<file path="src/core/pie_pkg.sv">
// Purpose: Constants shared by the peripheral interrupt enable and flag logic.
// Assumes: Registers are at most eight bits wide and sit in the low bits of the read data.
// Notes: Offsets are register indices on the plain register port.
package pie_pkg;

  // ----------------------------------------------------------------
  // Register map
  // ----------------------------------------------------------------
  localparam int PIE_ADDR_W = 4;
  localparam logic [3:0] PIE_OFS_CORE_CTRL = 4'h0;
  localparam logic [3:0] PIE_OFS_PERIPH_EN = 4'h1;
  localparam logic [3:0] PIE_OFS_PERIPH_FLAG = 4'h2;
  localparam logic [3:0] PIE_OFS_T0_COUNT = 4'h3;
  localparam logic [3:0] PIE_OFS_EVT_STATUS = 4'h4;
  localparam logic [3:0] PIE_OFS_EVT_MASK = 4'h5;

  // ----------------------------------------------------------------
  // Core interrupt control fields
  // ----------------------------------------------------------------
  localparam int PIE_CC_GLOBAL_EN = 7;
  localparam int PIE_CC_PGATE = 6;
  localparam int PIE_CC_T0IE = 5;
  localparam int PIE_CC_EXTIE = 4;
  localparam int PIE_CC_PCIE = 3;
  localparam int PIE_CC_T0IF = 2;
  localparam int PIE_CC_EXTIF = 1;
  localparam int PIE_CC_PCIF = 0;

  // ----------------------------------------------------------------
  // Peripheral enable fields
  // ----------------------------------------------------------------
  localparam int PIE_PE_T1G = 7;
  localparam int PIE_PE_ADC = 6;
  localparam int PIE_PE_RX = 5;
  localparam int PIE_PE_TX = 4;
  localparam int PIE_PE_SSP = 3;
  localparam int PIE_PE_CCP = 2;
  localparam int PIE_PE_T2 = 1;
  localparam int PIE_PE_T1OV = 0;

  // ----------------------------------------------------------------
  // Reset values and event status layout
  // ----------------------------------------------------------------
  localparam logic [7:0] PIE_RST_CORE_CTRL = 8'h00;
  localparam logic [7:0] PIE_RST_PERIPH_EN = 8'h00;
  localparam logic [7:0] PIE_RST_PERIPH_FLAG = 8'h00;
  localparam logic [7:0] PIE_RST_T0_COUNT = 8'h00;
  localparam logic [7:0] PIE_RST_EVT = 8'h00;
  localparam int PIE_EV_T0 = 0;
  localparam int PIE_EV_EXT = 1;
  localparam int PIE_EV_PC = 2;
  localparam int PIE_EV_PERIPH = 3;
  localparam int PIE_SYNC_W = 3;
  localparam int PIE_NUM_EV = 4;

endpackage : pie_pkg

</file>
<file path="src/core/pie_irq_ctrl.sv">
// Purpose: Core and peripheral interrupt flag, enable and request logic.
// Assumes: Peripheral flags are set by one-cycle pulses from their modules.
// Notes: Flags are set regardless of enables; set wins over a clear.
`timescale 1ns/1ps
module pie_irq_ctrl
  import pie_pkg::*;
#(
  parameter int PORT_A_W = 8,
  parameter int PORT_B_W = 8
) (
  // Clock and reset
  input wire logic clk_sys,
  input wire logic nrst,
  // Register port
  input wire logic [PIE_ADDR_W-1:0] reg_addr,
  input wire logic [7:0] reg_wdata,
  input wire logic reg_wr,
  input wire logic reg_rd,
  output logic [7:0] reg_rdata,
  // Pins
  input wire logic ext_irq_pin,
  input wire logic [PORT_A_W-1:0] port_a_pins,
  input wire logic [PORT_B_W-1:0] port_b_pins,
  // Sources
  input wire logic t0_tick,
  input wire logic [7:0] periph_evt,
  // Requests
  output logic cpu_irq_req,
  output logic evt_irq
);

  // ----------------------------------------------------------------
  // State
  // ----------------------------------------------------------------
  logic [7:0] core_irq_control_r;
  logic [7:0] core_irq_control_nxt;
  logic [7:0] peripheral_irq_enable_r;
  logic [7:0] periph_flag_r;
  logic [7:0] periph_flag_nxt;
  logic [PIE_NUM_EV-1:0] evt_status_r;
  logic [PIE_NUM_EV-1:0] evt_status_nxt;
  logic [PIE_NUM_EV-1:0] evt_mask_r;
  logic [PORT_A_W+PORT_B_W-1:0] port_last_r;
  logic ext_last_r;
  logic [7:0] rdata_nxt;

  // ----------------------------------------------------------------
  // Pin synchronisers and timer
  // ----------------------------------------------------------------
  logic [PORT_A_W+PORT_B_W:0] pins_sync;
  logic [7:0] t0_count;
  logic t0_ovf;

  pie_pin_sync #(
    .WIDTH(PORT_A_W + PORT_B_W + 1)
  ) u_sync (
    .clk_sys(clk_sys),
    .nrst(nrst),
    .async_in({ext_irq_pin, port_b_pins, port_a_pins}),
    .sync_out(pins_sync)
  );

  // ----------------------------------------------------------------
  // Decode
  // ----------------------------------------------------------------
  wire wr_core = reg_wr && (reg_addr == PIE_OFS_CORE_CTRL);
  wire wr_pen = reg_wr && (reg_addr == PIE_OFS_PERIPH_EN);
  wire wr_pflag = reg_wr && (reg_addr == PIE_OFS_PERIPH_FLAG);
  wire wr_t0 = reg_wr && (reg_addr == PIE_OFS_T0_COUNT);
  wire wr_evst = reg_wr && (reg_addr == PIE_OFS_EVT_STATUS);
  wire wr_evmk = reg_wr && (reg_addr == PIE_OFS_EVT_MASK);

  pie_t0_counter #(
    .WIDTH(8)
  ) u_t0 (
    .clk_sys(clk_sys),
    .nrst(nrst),
    .tick(t0_tick),
    .load(wr_t0),
    .load_val(reg_wdata),
    .t0_count(t0_count),
    .overflow(t0_ovf)
  );

  // ----------------------------------------------------------------
  // Event detection
  // ----------------------------------------------------------------
  wire [PORT_A_W+PORT_B_W-1:0] port_now = pins_sync[PORT_A_W+PORT_B_W-1:0];
  wire ext_now = pins_sync[PORT_A_W+PORT_B_W];
  // Rising edge only; edge select lives in a register outside this block.
  wire ext_evt = ext_now && !ext_last_r;
  wire port_evt = |(port_now ^ port_last_r);

  // Hardware sets take priority over software writes in the same cycle.
  wire [7:0] core_set = {5'b00000, t0_ovf, ext_evt, port_evt};
  always_comb begin
    core_irq_control_nxt = core_irq_control_r;
    if (wr_core) begin
      core_irq_control_nxt = reg_wdata;
    end
    core_irq_control_nxt = core_irq_control_nxt | core_set;
  end

  always_comb begin
    periph_flag_nxt = periph_flag_r;
    if (wr_pflag) begin
      periph_flag_nxt = reg_wdata;
    end
    periph_flag_nxt = periph_flag_nxt | periph_evt;
  end

  // ----------------------------------------------------------------
  // Request combination
  // ----------------------------------------------------------------
  wire [7:0] periph_act = periph_flag_r & peripheral_irq_enable_r;
  wire periph_req = (|periph_act) && core_irq_control_r[PIE_CC_PGATE];
  wire core_req = (core_irq_control_r[PIE_CC_T0IE] && core_irq_control_r[PIE_CC_T0IF])
    || (core_irq_control_r[PIE_CC_EXTIE] && core_irq_control_r[PIE_CC_EXTIF])
    || (core_irq_control_r[PIE_CC_PCIE] && core_irq_control_r[PIE_CC_PCIF]);
  wire req_nxt = core_irq_control_r[PIE_CC_GLOBAL_EN] && (periph_req || core_req);

  wire [PIE_NUM_EV-1:0] evt_raw = {|periph_evt, port_evt, ext_evt, t0_ovf};
  always_comb begin
    evt_status_nxt = evt_status_r;
    if (wr_evst) begin
      evt_status_nxt = evt_status_r & ~reg_wdata[PIE_NUM_EV-1:0];
    end
    evt_status_nxt = evt_status_nxt | evt_raw;
  end

  // ----------------------------------------------------------------
  // Read mux
  // ----------------------------------------------------------------
  always_comb begin
    case (reg_addr)
      PIE_OFS_CORE_CTRL: rdata_nxt = core_irq_control_r;
      PIE_OFS_PERIPH_EN: rdata_nxt = peripheral_irq_enable_r;
      PIE_OFS_PERIPH_FLAG: rdata_nxt = periph_flag_r;
      PIE_OFS_T0_COUNT: rdata_nxt = t0_count;
      PIE_OFS_EVT_STATUS: rdata_nxt = {4'h0, evt_status_r};
      PIE_OFS_EVT_MASK: rdata_nxt = {4'h0, evt_mask_r};
      default: rdata_nxt = 8'h00;
    endcase
  end

  // ----------------------------------------------------------------
  // Registers
  // ----------------------------------------------------------------
  always_ff @(posedge clk_sys) begin
    if (!nrst) begin
      core_irq_control_r <= PIE_RST_CORE_CTRL;
      periph_flag_r <= PIE_RST_PERIPH_FLAG;
      evt_status_r <= PIE_RST_EVT[PIE_NUM_EV-1:0];
    end else begin
      core_irq_control_r <= core_irq_control_nxt;
      periph_flag_r <= periph_flag_nxt;
      evt_status_r <= evt_status_nxt;
    end
  end

  always_ff @(posedge clk_sys) begin
    if (!nrst) begin
      peripheral_irq_enable_r <= PIE_RST_PERIPH_EN;
      evt_mask_r <= PIE_RST_EVT[PIE_NUM_EV-1:0];
    end else begin
      if (wr_pen) begin
        peripheral_irq_enable_r <= reg_wdata;
      end
      if (wr_evmk) begin
        evt_mask_r <= reg_wdata[PIE_NUM_EV-1:0];
      end
    end
  end

  // Last-seen pin values follow the synchronised pins every cycle.
  always_ff @(posedge clk_sys) begin
    if (!nrst) begin
      port_last_r <= '0;
      ext_last_r <= 1'b0;
    end else begin
      port_last_r <= port_now;
      ext_last_r <= ext_now;
    end
  end

  always_ff @(posedge clk_sys) begin
    if (!nrst) begin
      reg_rdata <= 8'h00;
      cpu_irq_req <= 1'b0;
      evt_irq <= 1'b0;
    end else begin
      reg_rdata <= reg_rd ? rdata_nxt : 8'h00;
      cpu_irq_req <= req_nxt;
      evt_irq <= |(evt_status_nxt & evt_mask_r);
    end
  end

endmodule : pie_irq_ctrl

</file>
<file path="src/core/pie_pin_sync.sv">
// Purpose: Three-stage synchroniser for pin inputs with a stable output.
// Assumes: Inputs are asynchronous to clk_sys.
// Notes: The output changes only once stages two and three agree.
`timescale 1ns/1ps
module pie_pin_sync #(
  parameter int WIDTH = 1
) (
  // Clock and reset
  input wire logic clk_sys,
  input wire logic nrst,
  // Data
  input wire logic [WIDTH-1:0] async_in,
  output logic [WIDTH-1:0] sync_out
);

  logic [WIDTH-1:0] s1_r;
  logic [WIDTH-1:0] s2_r;
  logic [WIDTH-1:0] s3_r;
  logic [WIDTH-1:0] agree;
  logic [WIDTH-1:0] out_nxt;

  assign agree = ~(s2_r ^ s3_r);
  assign out_nxt = (agree & s3_r) | (~agree & sync_out);

  always_ff @(posedge clk_sys) begin
    if (!nrst) begin
      s1_r <= '0;
      s2_r <= '0;
      s3_r <= '0;
      sync_out <= '0;
    end else begin
      s1_r <= async_in;
      s2_r <= s1_r;
      s3_r <= s2_r;
      sync_out <= out_nxt;
    end
  end

endmodule : pie_pin_sync

</file>
<file path="src/core/pie_t0_counter.sv">
// Purpose: Timer-0 count register with overflow pulse.
// Assumes: Counting is enabled by a tick from the prescaler outside.
// Notes: Reset leaves the count untouched, so software must load it first.
`timescale 1ns/1ps
module pie_t0_counter #(
  parameter int WIDTH = 8
) (
  // Clock and reset
  input wire logic clk_sys,
  input wire logic nrst,
  // Control
  input wire logic tick,
  input wire logic load,
  input wire logic [WIDTH-1:0] load_val,
  // Status
  output logic [WIDTH-1:0] t0_count,
  output logic overflow
);

  logic [WIDTH-1:0] cnt_nxt;
  logic wrap;

  assign wrap = tick && !load && (t0_count == {WIDTH{1'b1}});
  assign cnt_nxt = load ? load_val : (tick ? t0_count + 1'b1 : t0_count);

  // The count has no reset on purpose: its value survives a reset.
  always_ff @(posedge clk_sys) begin
    t0_count <= cnt_nxt;
  end

  always_ff @(posedge clk_sys) begin
    if (!nrst) begin
      overflow <= 1'b0;
    end else begin
      overflow <= wrap;
    end
  end

endmodule : pie_t0_counter

</file>
<file path="config.mk">
export PLATFORM = sky130hd
export DESIGN_NAME = pie_irq_ctrl
export DESIGN_NICKNAME = d
export VERILOG_FILES = /design/src/core/pie_pkg.sv /design/src/core/pie_irq_ctrl.sv /design/src/core/pie_pin_sync.sv /design/src/core/pie_t0_counter.sv
export SDC_FILE = /design/constraint.sdc
export NUM_CORES = 1
export LEC_CHECK = 0
export BUFFER_PORTS_ARGS = -buffer_cell sky130_fd_sc_hd__buf_2
export CORE_MARGIN = 3
export CORE_UTILIZATION = 30
export DETAILED_ROUTE_END_ITERATION = 8
export PLACE_DENSITY = 0.55
export SLEW_MARGIN = 40
export SYNTH_ARGS = -nofsm -noshare
export SYNTH_HDL_FRONTEND = slang
export SYNTH_SLANG_ARGS = --single-unit
</file>
<file path="constraint.sdc">
create_clock -name clk_sys -period 1.8 [get_ports clk_sys]
set_clock_uncertainty 0.1 [all_clocks]
set_input_delay 0.09 -clock clk_sys [delete_from_list [all_inputs] [get_ports clk_sys]]
set_output_delay 0.09 -clock clk_sys [all_outputs]
set_load 0.02 [all_outputs]
</file>
Word-level counts from Yosys, hierarchy flattened
Index checks and enable logic that the tools add are counted.
- bits in registers: 136
- input port bits: 42
- logic and storage cells: 69
- output and inout bits: 10
- $add $sub $neg: 1
- bitwise gates (word level): 14
- muxes and demuxes: 6
- reduce and logical (&&, ||, !) cells: 26
- equal/unequal tests: 6
- operator list (cell ; count):
    case mux 8 bit (6 select lines) ; 1
    bitwise AND 17 bit ; 2
    NOT 17 bit ; 2
    2-to-1 mux 8 bit ; 4
    bitwise OR 17 bit ; 1
    bitwise XOR 17 bit ; 1
    OR reduction 16 bit ; 1
    OR reduction 8 bit ; 2
    bitwise XOR 16 bit ; 1
    logical AND 1 bit ; 14
    adder 8 x 1 -> 8 bit (second input constant) ; 1
    bitwise AND 4 bit ; 2
    bitwise AND 8 bit ; 1
    == test 4 x 2 -> 1 bit (second input constant) ; 2
    == test 4 x 3 -> 1 bit (second input constant) ; 2
    == test 8 bit (second input constant) ; 1
    bitwise OR 8 x 3 -> 8 bit ; 1
    bitwise OR 8 bit ; 1
    == test 4 x 1 -> 1 bit (second input constant) ; 1
    logical NOT 4 bit ; 1
    2-to-1 mux 4 bit ; 1
    NOT 4 bit ; 1
    bitwise OR 4 bit ; 1
    OR reduction 4 bit ; 1
    4 further kinds ; 7

Longest topological paths before layout
Gate-level depths: netlist of run 1.
- depth after elaboration: 6
- mapped depth: 8
- depth with buffers taken out: 5

Hierarchy
Synthesis of run 1 repeated with hierarchy kept, for this count alone.
- cells, all modules: 485
- area total of the unflattened synthesis: 5033.6 sq um
- by module, submodules not included (module ; seq. area each (sq um) ; cells an instance ; area an instance (sq um) ; instances):
    pie_irq_ctrl ; 1181.1 ; 260 ; 2541.2 ; 1
    pie_pin_sync ; 1361.3 ; 177 ; 2006.9 ; 1
    pie_t0_counter ; 260.2 ; 48 ; 485.5 ; 1

Worst setup path before layout of run 1
Ideal clock, no wire load.
- path type: input-to-reg
- start: input port reg_addr[2]
- end: register u_t0.t0_count[0], enable pin
- library setup time: 335 ps
- path slack: 346 ps
- path buffers: 2
- data required time: 1365 ps
- stages: 6
- arrival: 1020 ps
- path through: buf_2 -> nor2_2 -> and3_1 -> buf_4 -> nand2_4 -> nand2b_1
- longest elaborated chain between the ends: 3
- RTL lines (item ; line ; RTL):
    start, declared ; pie_irq_ctrl.sv:15 ; input wire logic [PIE_ADDR_W-1:0] reg_addr,
    == test 4 x 2 -> 1 bit ; pie_irq_ctrl.sv:69 ; wire wr_t0 = reg_wr && (reg_addr == PIE_OFS_T0_COUNT);
    logical AND 1 bit ; pie_irq_ctrl.sv:69 ;
    nonzero test 2 bit (no line) ; -- ;
    end signal, assigned ; pie_t0_counter.sv:28 ; t0_count <= cnt_nxt;
    end, declared ; pie_t0_counter.sv:16 ; output logic [WIDTH-1:0] t0_count,
No other way between the ends.
A chain may end at the register's enable or synchronous reset.

Worst setup path in the final report of run 1
- start: input port reg_wr
- end: register periph_flag_r[2]
- longest elaborated chain between the ends: 3
- RTL lines (item ; line ; RTL):
    start, declared ; pie_irq_ctrl.sv:17 ; input wire logic reg_wr,
    logical AND 1 bit ; pie_irq_ctrl.sv:68 ; wire wr_pflag = reg_wr && (reg_addr == PIE_OFS_PERIPH_FLAG);
    2-to-1 mux 8 bit ; pie_irq_ctrl.sv:106 ; if (wr_pflag) begin
    bitwise OR 8 bit ; pie_irq_ctrl.sv:109 ; periph_flag_nxt = periph_flag_nxt | periph_evt;
    end signal, assigned ; pie_irq_ctrl.sv:156 ; periph_flag_r <= periph_flag_nxt;
    end, declared ; pie_irq_ctrl.sv:38 ; logic [7:0] periph_flag_r;
No other way between the ends.

==> results by group, run 1 <==
Outcome
  • Status: complete, no violations

Power
  • Pwr Density: 1080 mW/mm2
  • Max VDD drop: 0.000672 V
  • P_leak: 2.65 nW

Floorplan
  • Die area: 0.0181 mm2
  • Core box area: 0.0160 mm2
  • Vert. Die Dim: 134 um
  • Site row count: 46
  • I/O Pins: 52
  • DIE WIDTH: 134 um
  • Starting Density: 31.0%

Finish
  • Final #Nets: 628
  • Ant diodes: 0
  • Layout filler cell count: 1603
  • Register Area: 0.00280 mm2
  • Area grow syn2layout: 31.6%
  • Multi-input logic area: 0.00203 mm2
  • Final Non-Filler Cells: 813
  • Layout cells sized above 1: 17.3%

Route
  • Vias per cell: 4.50
  • Drt drc: 0
  • Post-Route WL: 10800 um
  • Drt wl/cell: 13.2 um
  • Post-route ant nets: 0
  • Drt initial violations: 213
  • Drt pass-1 iters: 4
  • Vias after detailed routing: 3662

CTS
  • Clock buffer depth: 2
  • Worst-Skew Late Latency: 0.41 ns
  • Cts bufs inserted: 17
  • CTS Sinks: 136
  • Clock transition at path regs: 0.06 ns
  • H-tree depth: 4
  • CTS tree: built
  • Root buffer cell: clkbuf_16

Yosys
  • Post-synth EDFFs: 8
  • Synthesized cell area: 0.00495 mm2
  • Register area share after synthesis: 56.6%
  • Yosys warns: 0
  • Avg Inst Size Synth: 10.3 um2
  • Distinct cells, synth: 47
  • Top FF cell, synth: dfxtp_1
  • Synth Net Count: 523
  • Register bit total from synthesis: 136
  • Mapped Cells: 480
  • Async S/R FF share, synth: 0%

Place
  • DP Cell Count: 735
  • Dpl hpwl: 7410 um
  • Routability congestion estimate from global placement: 0.915
  • IO Port Bufs: 51

Timing
  • Final worst-path cycle share: 92.4%
  • Worst slew pin tran: 0.493 ns
  • Final Hold Fails: 0
  • RSZ-0062 raised after global routing: false
  • Slew HR: 67.2%
  • Max Clock Freq: 601 MHz
  • Final setup viols: 0
  • Tmin final: 1.66 ns
  • Final TNS setup: 0 ns
  • Fin. max-slew vios: 0

Critical path
  • Register-to-register setup slack: 0.23 ns
  • Critical path type: primary input to flop
  • Critical Path RT: 2.00 ns
  • Crit. End Element: flop
  • Maximum fanout along the worst path: 8
  • WP data arrival: 1.86 ns
  • Crit-path cells: dlygate4sd3_1 > buf_2 > nand2_4 > mux2i_1 > a21oi_1 > dlygate4sd3_1
  • CP most frequent cell: dlygate4sd3_1
  • CP startpoint kind: primary input
  • CP peak stage delay: 0.56 ns
  • CP max-delay cell: dlygate4sd3_1

GRT
  • Gr ovfl total: 0
  • Antenna violations before repair: 0
  • Tot GR Track Use: 12.6%
  • First-pass GRT wire length: 17900 um
  • Largest net degree at the start of global routing: 69
  • Vias in the first global route: 3701

Hold path
  • HP Class: primary input to flop

Job
  • Max Cap Violations: 0
critical path, delay by kind of cell:
family / cells / cell delay [ns]
AO/OA/AOI/OAI: 1 / 0.10
multiplexers: 1 / 0.23
AND/OR/NAND/NOR: 1 / 0.17
buffers and inverters: 3 / 1.28
cells in the mapped netlist, types with 2 or more instances:
library cell | count | share of area [%]
a21oi_1 | 41 | 4.1
a221oi_1 | 2 | 0.35
a222oi_1 | 3 | 0.61
a22oi_1 | 7 | 1.1
a31oi_1 | 2 | 0.25
and2_1 | 68 | 8.6
and3_1 | 3 | 0.38
buf_2 | 3 | 0.30
buf_4 | 2 | 0.30
clkbuf_1 | 12 | 0.91
dfxtp_1 | 128 | 52
edfxtp_1 | 8 | 4.8
inv_1 | 14 | 1.1
mux2i_1 | 29 | 5.9
mux4_2 | 3 | 1.4
nand2_1 | 32 | 2.4
nand3_1 | 6 | 0.61
nand4_1 | 6 | 0.76
nor2_1 | 34 | 2.6
nor2b_1 | 2 | 0.25
nor4_1 | 3 | 0.38
o21ai_0 | 25 | 2.5
o21ai_1 | 2 | 0.20
o22ai_1 | 2 | 0.25
xnor2_1 | 17 | 3.0
xor2_1 | 5 | 0.88
layout make-up:
| class | instances | share of cell area [%] |
|---|---|---|
| clock inverter | 11 | 1.84 |
| timing repair buffer | 105 | 12.1 |
| clock buffer | 20 | 7.02 |
| multi-input combinational | 311 | 31.1 |
| inverter | 14 | 0.863 |
| tap | 216 | 4.14 |
| sequential | 136 | 43.0 |
through the flow:
stage | util [%] | worst slack (ns) | hold slack, ns | power [W] | instance area [um2]
6_report | 40.8 | 0.136 | 0.0622 | 0.00701 | 6520
5_1_grt | 40.8 | 0.0558 | 0.0722 | 0.00728 | 6520
4_1_cts | 40.6 | 0.0124 | 0.0341 | 0.00709 | 6490
3_5_place_dp | 34.1 | 0.143 | 0.200 | 0.00362 | 5450
3_3_place_gp | 34.1 | 0.107 | 0.196 | 0.00361 | 5450
2_1_floorplan | - | 0.346 | 0.0667 | 0.00347 | 4950
layout by cell type, fill, tap and decap left out, types with 8 or more instances in the layout:
cell           instances
xnor2_1               17
buf_2                 51
and2_1                68
edfxtp_1               8
dlygate4sd3_1         46
mux2i_1               29
dfxtp_1              128
nand2_1               32
inv_1                 13
o21ai_0               25
a21oi_1               41
clkbuf_16             18
nor2_1                34
path summary, 6_finish.rpt:
path / start / to / cells past startpoint
max reg2reg: u_t0.t0_count[6]$_DFFE_PP_ / u_t0.overflow$_SDFF_PN0_ / 3
min: reg_addr[3] / reg_rdata[6]$_SDFF_PN0_ / 3
max: reg_wr / periph_flag_r[2]$_SDFF_PN0_ / 6
min reg2reg: u_sync.s1_r[7]$_SDFF_PN0_ / u_sync.s2_r[7]$_SDFF_PN0_ / 1
layer usage:
layer | vias to the layer above | wire (um) | global-route usage (%)
met5 | - | 0 | 0
met4 | 0 | 219 | 6.84
met3 | 19 | 534 | 3.39
met2 | 90 | 5030 | 20.2
met1 | 1706 | 4990 | 15.5
li1 | 1847 | - | -
kinds of logic after synthesis:
| family | after synthesis | share of synthesized area (%) |
|---|---|---|
| AND/OR/NAND/NOR | 165 | 18.4 |
| flip-flops | 136 | 56.6 |
| AO/OA/AOI/OAI | 89 | 10.2 |
| multiplexers | 34 | 7.75 |
| buffers and inverters | 33 | 2.88 |
| XOR/XNOR | 22 | 3.89 |
| adder cells (fa/ha/maj) | 1 | 0.253 |
power breakdown:
group / internal [W] / switching (W) / leakage (nW)
clock: 0.00211 / 0.00126 / 0.285
combinational: 0.000220 / 0.000205 / 1.25
sequential: 0.00315 / 0.0000712 / 1.12
what timing repair did:
action,4_1_cts,5_1_grt
hold buffers,46,0
endpoints found under the hold margin,58,0
endpoints found under the setup margin,0,7
setup buffers,0,1
gates resized for setup,0,4
Power figures use the tool's default switching activity.
==> run 2: changes to the inputs <==
--- a/config.mk
+++ b/config.mk
@@ -8,3 +8,3 @@
 export BUFFER_PORTS_ARGS = -buffer_cell sky130_fd_sc_hd__buf_2
-export CORE_MARGIN = 3
+export CAP_MARGIN = 20
 export CORE_UTILIZATION = 30
==> constraint.sdc (replaced) <==
create_clock -name clk_sys -period 1.8 [get_ports clk_sys]
set_clock_uncertainty 0.1 [all_clocks]
set_input_delay 0.18 -clock clk_sys [delete_from_list [all_inputs] [get_ports clk_sys]]
set_output_delay 0.18 -clock clk_sys [all_outputs]
set_load 0.02 [all_outputs]
==> results by group, run 2 (synthesis gave the netlist of run 1 again) <==
Outcome
  • Status: complete, no violations

CTS
  • CTS tree: built
  • Root buffer cell: clkbuf_16
  • Clock transition at path regs: 0.06 ns (about the same)
  • Clock buffer depth: 2 (unchanged)
  • Worst-Skew Late Latency: 0.41 ns (about the same)
  • H-tree depth: 4 (unchanged)
  • Postcts setup bufs: 0 (unchanged)
  • Cts bufs inserted: 17 (unchanged)
  • CTS Sinks: 136 (unchanged)

Finish
  • Final #Nets: 617 (-1.8%)
  • Final Non-Filler Cells: 803 (-1.2%)
  • Ant diodes: 0 (unchanged)
  • Commonest non-fill, non-tap cell in the layout: dfxtp_1
  • Most frequent cells in the layout: 128 x dfxtp_1, 68 x and2_1, 51 x buf_2
  • Layout cells sized above 1: 17.9% (+0.63 points)
  • Area grow syn2layout: 29.8%

Critical path
  • Crit. End Element: flop
  • WP data arrival: 1.87 ns (about the same)
  • Maximum fanout along the worst path: 2 (-6)
  • Register-to-register setup slack: 0.15 ns (-0.08 ns)
  • Critical Path RT: 1.99 ns (about the same)
  • CP startpoint kind: primary input
  • R2R cell count: 6 (+3)
  • Critical path type: primary input to flop
  • Crit path from: periph_evt[6]
  • Crit Reg-Reg Endpoint: evt_irq$_SDFF_PN0_
  • Crit path to: evt_irq$_SDFF_PN0_

Floorplan
  • Core box area: 0.0160 mm2 (unchanged)
  • DIE WIDTH: 130 um (-3.0%)
  • Vert. Die Dim: 130 um (-3.0%)
  • Die area: 0.0170 mm2 (-5.9%)
  • I/O Pins: 52 (unchanged)
  • Starting Density: 31.0% (unchanged)
  • Site row count: 46 (unchanged)

Route
  • Drt pass-1 iters: 4 (unchanged)
  • Drt initial violations: 161 (-24%)
  • Drt drc: 0 (unchanged)
  • Vias after detailed routing: 3606 (-1.5%)
  • Post-Route WL: 10600 um (-1.6%)
  • Post-route ant nets: 0 (unchanged)
  • Vias per cell: 4.49 (-0.30%)
  • Drt wl/cell: 13.2 um (-0.39%)

Job
  • Max Cap Violations: 0 (unchanged)

Timing
  • Final Hold Fails: 0 (unchanged)
  • Final setup margin: 0.123 ns (-0.0136 ns)
  • Tmin final: 1.68 ns (+0.0136 ns)
  • Worst slew pin tran: 0.399 ns (-0.0940 ns)
  • Final worst-path cycle share: 93.2% (+0.76 points)
  • Final TNS setup: 0 ns (unchanged)
  • Fin. max-slew vios: 0 (unchanged)
  • RSZ-0062 raised after global routing: false
  • Slew HR: 73.4% (+6.3 points)
  • Final setup viols: 0 (unchanged)
  • Max Clock Freq: 596 MHz (-0.81%)

GRT
  • Tot GR Track Use: 13.5% (+0.87 points)
  • Largest net degree at the start of global routing: 69 (unchanged)
  • Gr ovfl total: 0 (unchanged)
  • Vias in the first global route: 3515 (-5.0%)
  • Antenna violations before repair: 0 (unchanged)
  • First-pass GRT wire length: 17300 um (-3.5%)

Hold path
  • HP Class: primary input to flop

Place
  • DP Cell Count: 738 (+0.41%)
  • IO Port Bufs: 51 (unchanged)
  • Routability congestion estimate from global placement: 0.876 (-4.3%)
  • Place WS: 0.103 ns (-0.0400 ns)
  • Dpl hpwl: 7340 um (-1.1%)

Power
  • Max VDD drop: 0.000681 V (+1.3%)
  • Pwr Density: 1110 mW/mm2 (+3.4%)
  • P_leak: 2.62 nW (-1.2%)
  • Final Power: 0.00715 W (+1.9%)
-- run 2: cell count changes in the layout (fill, tap and decap cells not counted), sizes merged --
cell,previous run,this run
inv,15,18
clkinvlp,2,0
dlygate4sd3,46,33
clkinv,6,5
clkbuf,20,21
buf,59,61
-- run 2: timing repair --
| item | in CTS | in global routing |
|---|---|---|
| endpoints found under the setup margin | 0 | 1 |
| gates resized for setup | 0 | 1 |
| endpoints found under the hold margin | 34 | 0 |
| hold buffers | 33 | 0 |
-- run 2: layout make-up --
type | count | area [um2]
Tap cell | 216 | 270
Clock inverter | 11 | 135
Timing Repair Buffer | 94 | 673
Sequential cell | 136 | 2800
Clock buffer | 21 | 482
Inverter | 14 | 52.6
Fill cell | 1616 | 9570
Multi-Input combinational cell | 311 | 2010
-- run 2: how the worst min path moves through the flow --
stage | from | endpoint | slack [ns] | cells past startpoint
after floorplan | reg_addr[3] | reg_rdata[4]$_SDFF_PN0_ | 0.16 | 1
after global placement | port_a_pins[3] | u_sync.s1_r[3]$_SDFF_PN0_ | 0.29 | 2
after detailed placement | port_a_pins[5] | u_sync.s1_r[5]$_SDFF_PN0_ | 0.29 | 2
after CTS | reg_rd | reg_rdata[0]$_SDFF_PN0_ | 0.003 | 3
after global routing | reg_wdata[0] | evt_mask_r[0]$_SDFFE_PN0P_ | 0.03 | 3
final | reg_rd | reg_rdata[0]$_SDFF_PN0_ | 0.02 | 3
-- run 2: worst max-delay path: stages --
cell and delay, ns:
dlygate4sd3_1 0.53, buf_2 0.13, nor4_2 0.27, buf_4 0.16
nand2_1 0.08, o21ai_1 0.18, o211ai_1 0.13, a22o_1 0.20
-- run 2: routing by layer --
metal	vias up	share of wire, %	wire length, um	global-route usage [%]
met1	1684	46	4920	15.8
met3	15	3.6	378	3.66
met5	-	0	0	0
met4	0	1.6	165	5.54
met2	78	48	5130	23.2
li1	1829	-	-	-
-- run 2: power by group --
| part | switching (W) | internal, W | leakage [nW] | total, W |
|---|---|---|---|---|
| combinational | 0.000199 | 0.000200 | 1.20 | 0.000399 |
| clock | 0.00131 | 0.00222 | 0.304 | 0.00353 |
| sequential | 0.0000743 | 0.00315 | 1.12 | 0.00322 |
-- run 2: stage by stage --
step	hold WS [ns]	area, um2	utilization [%]
2_1_floorplan	0.157	4950	-
3_3_place_gp	0.289	5480	34.2
3_5_place_dp	0.288	5480	34.2
4_1_cts	0.00254	6420	40.1
5_1_grt	0.0277	6430	40.2
6_report	0.0156	6430	40.2
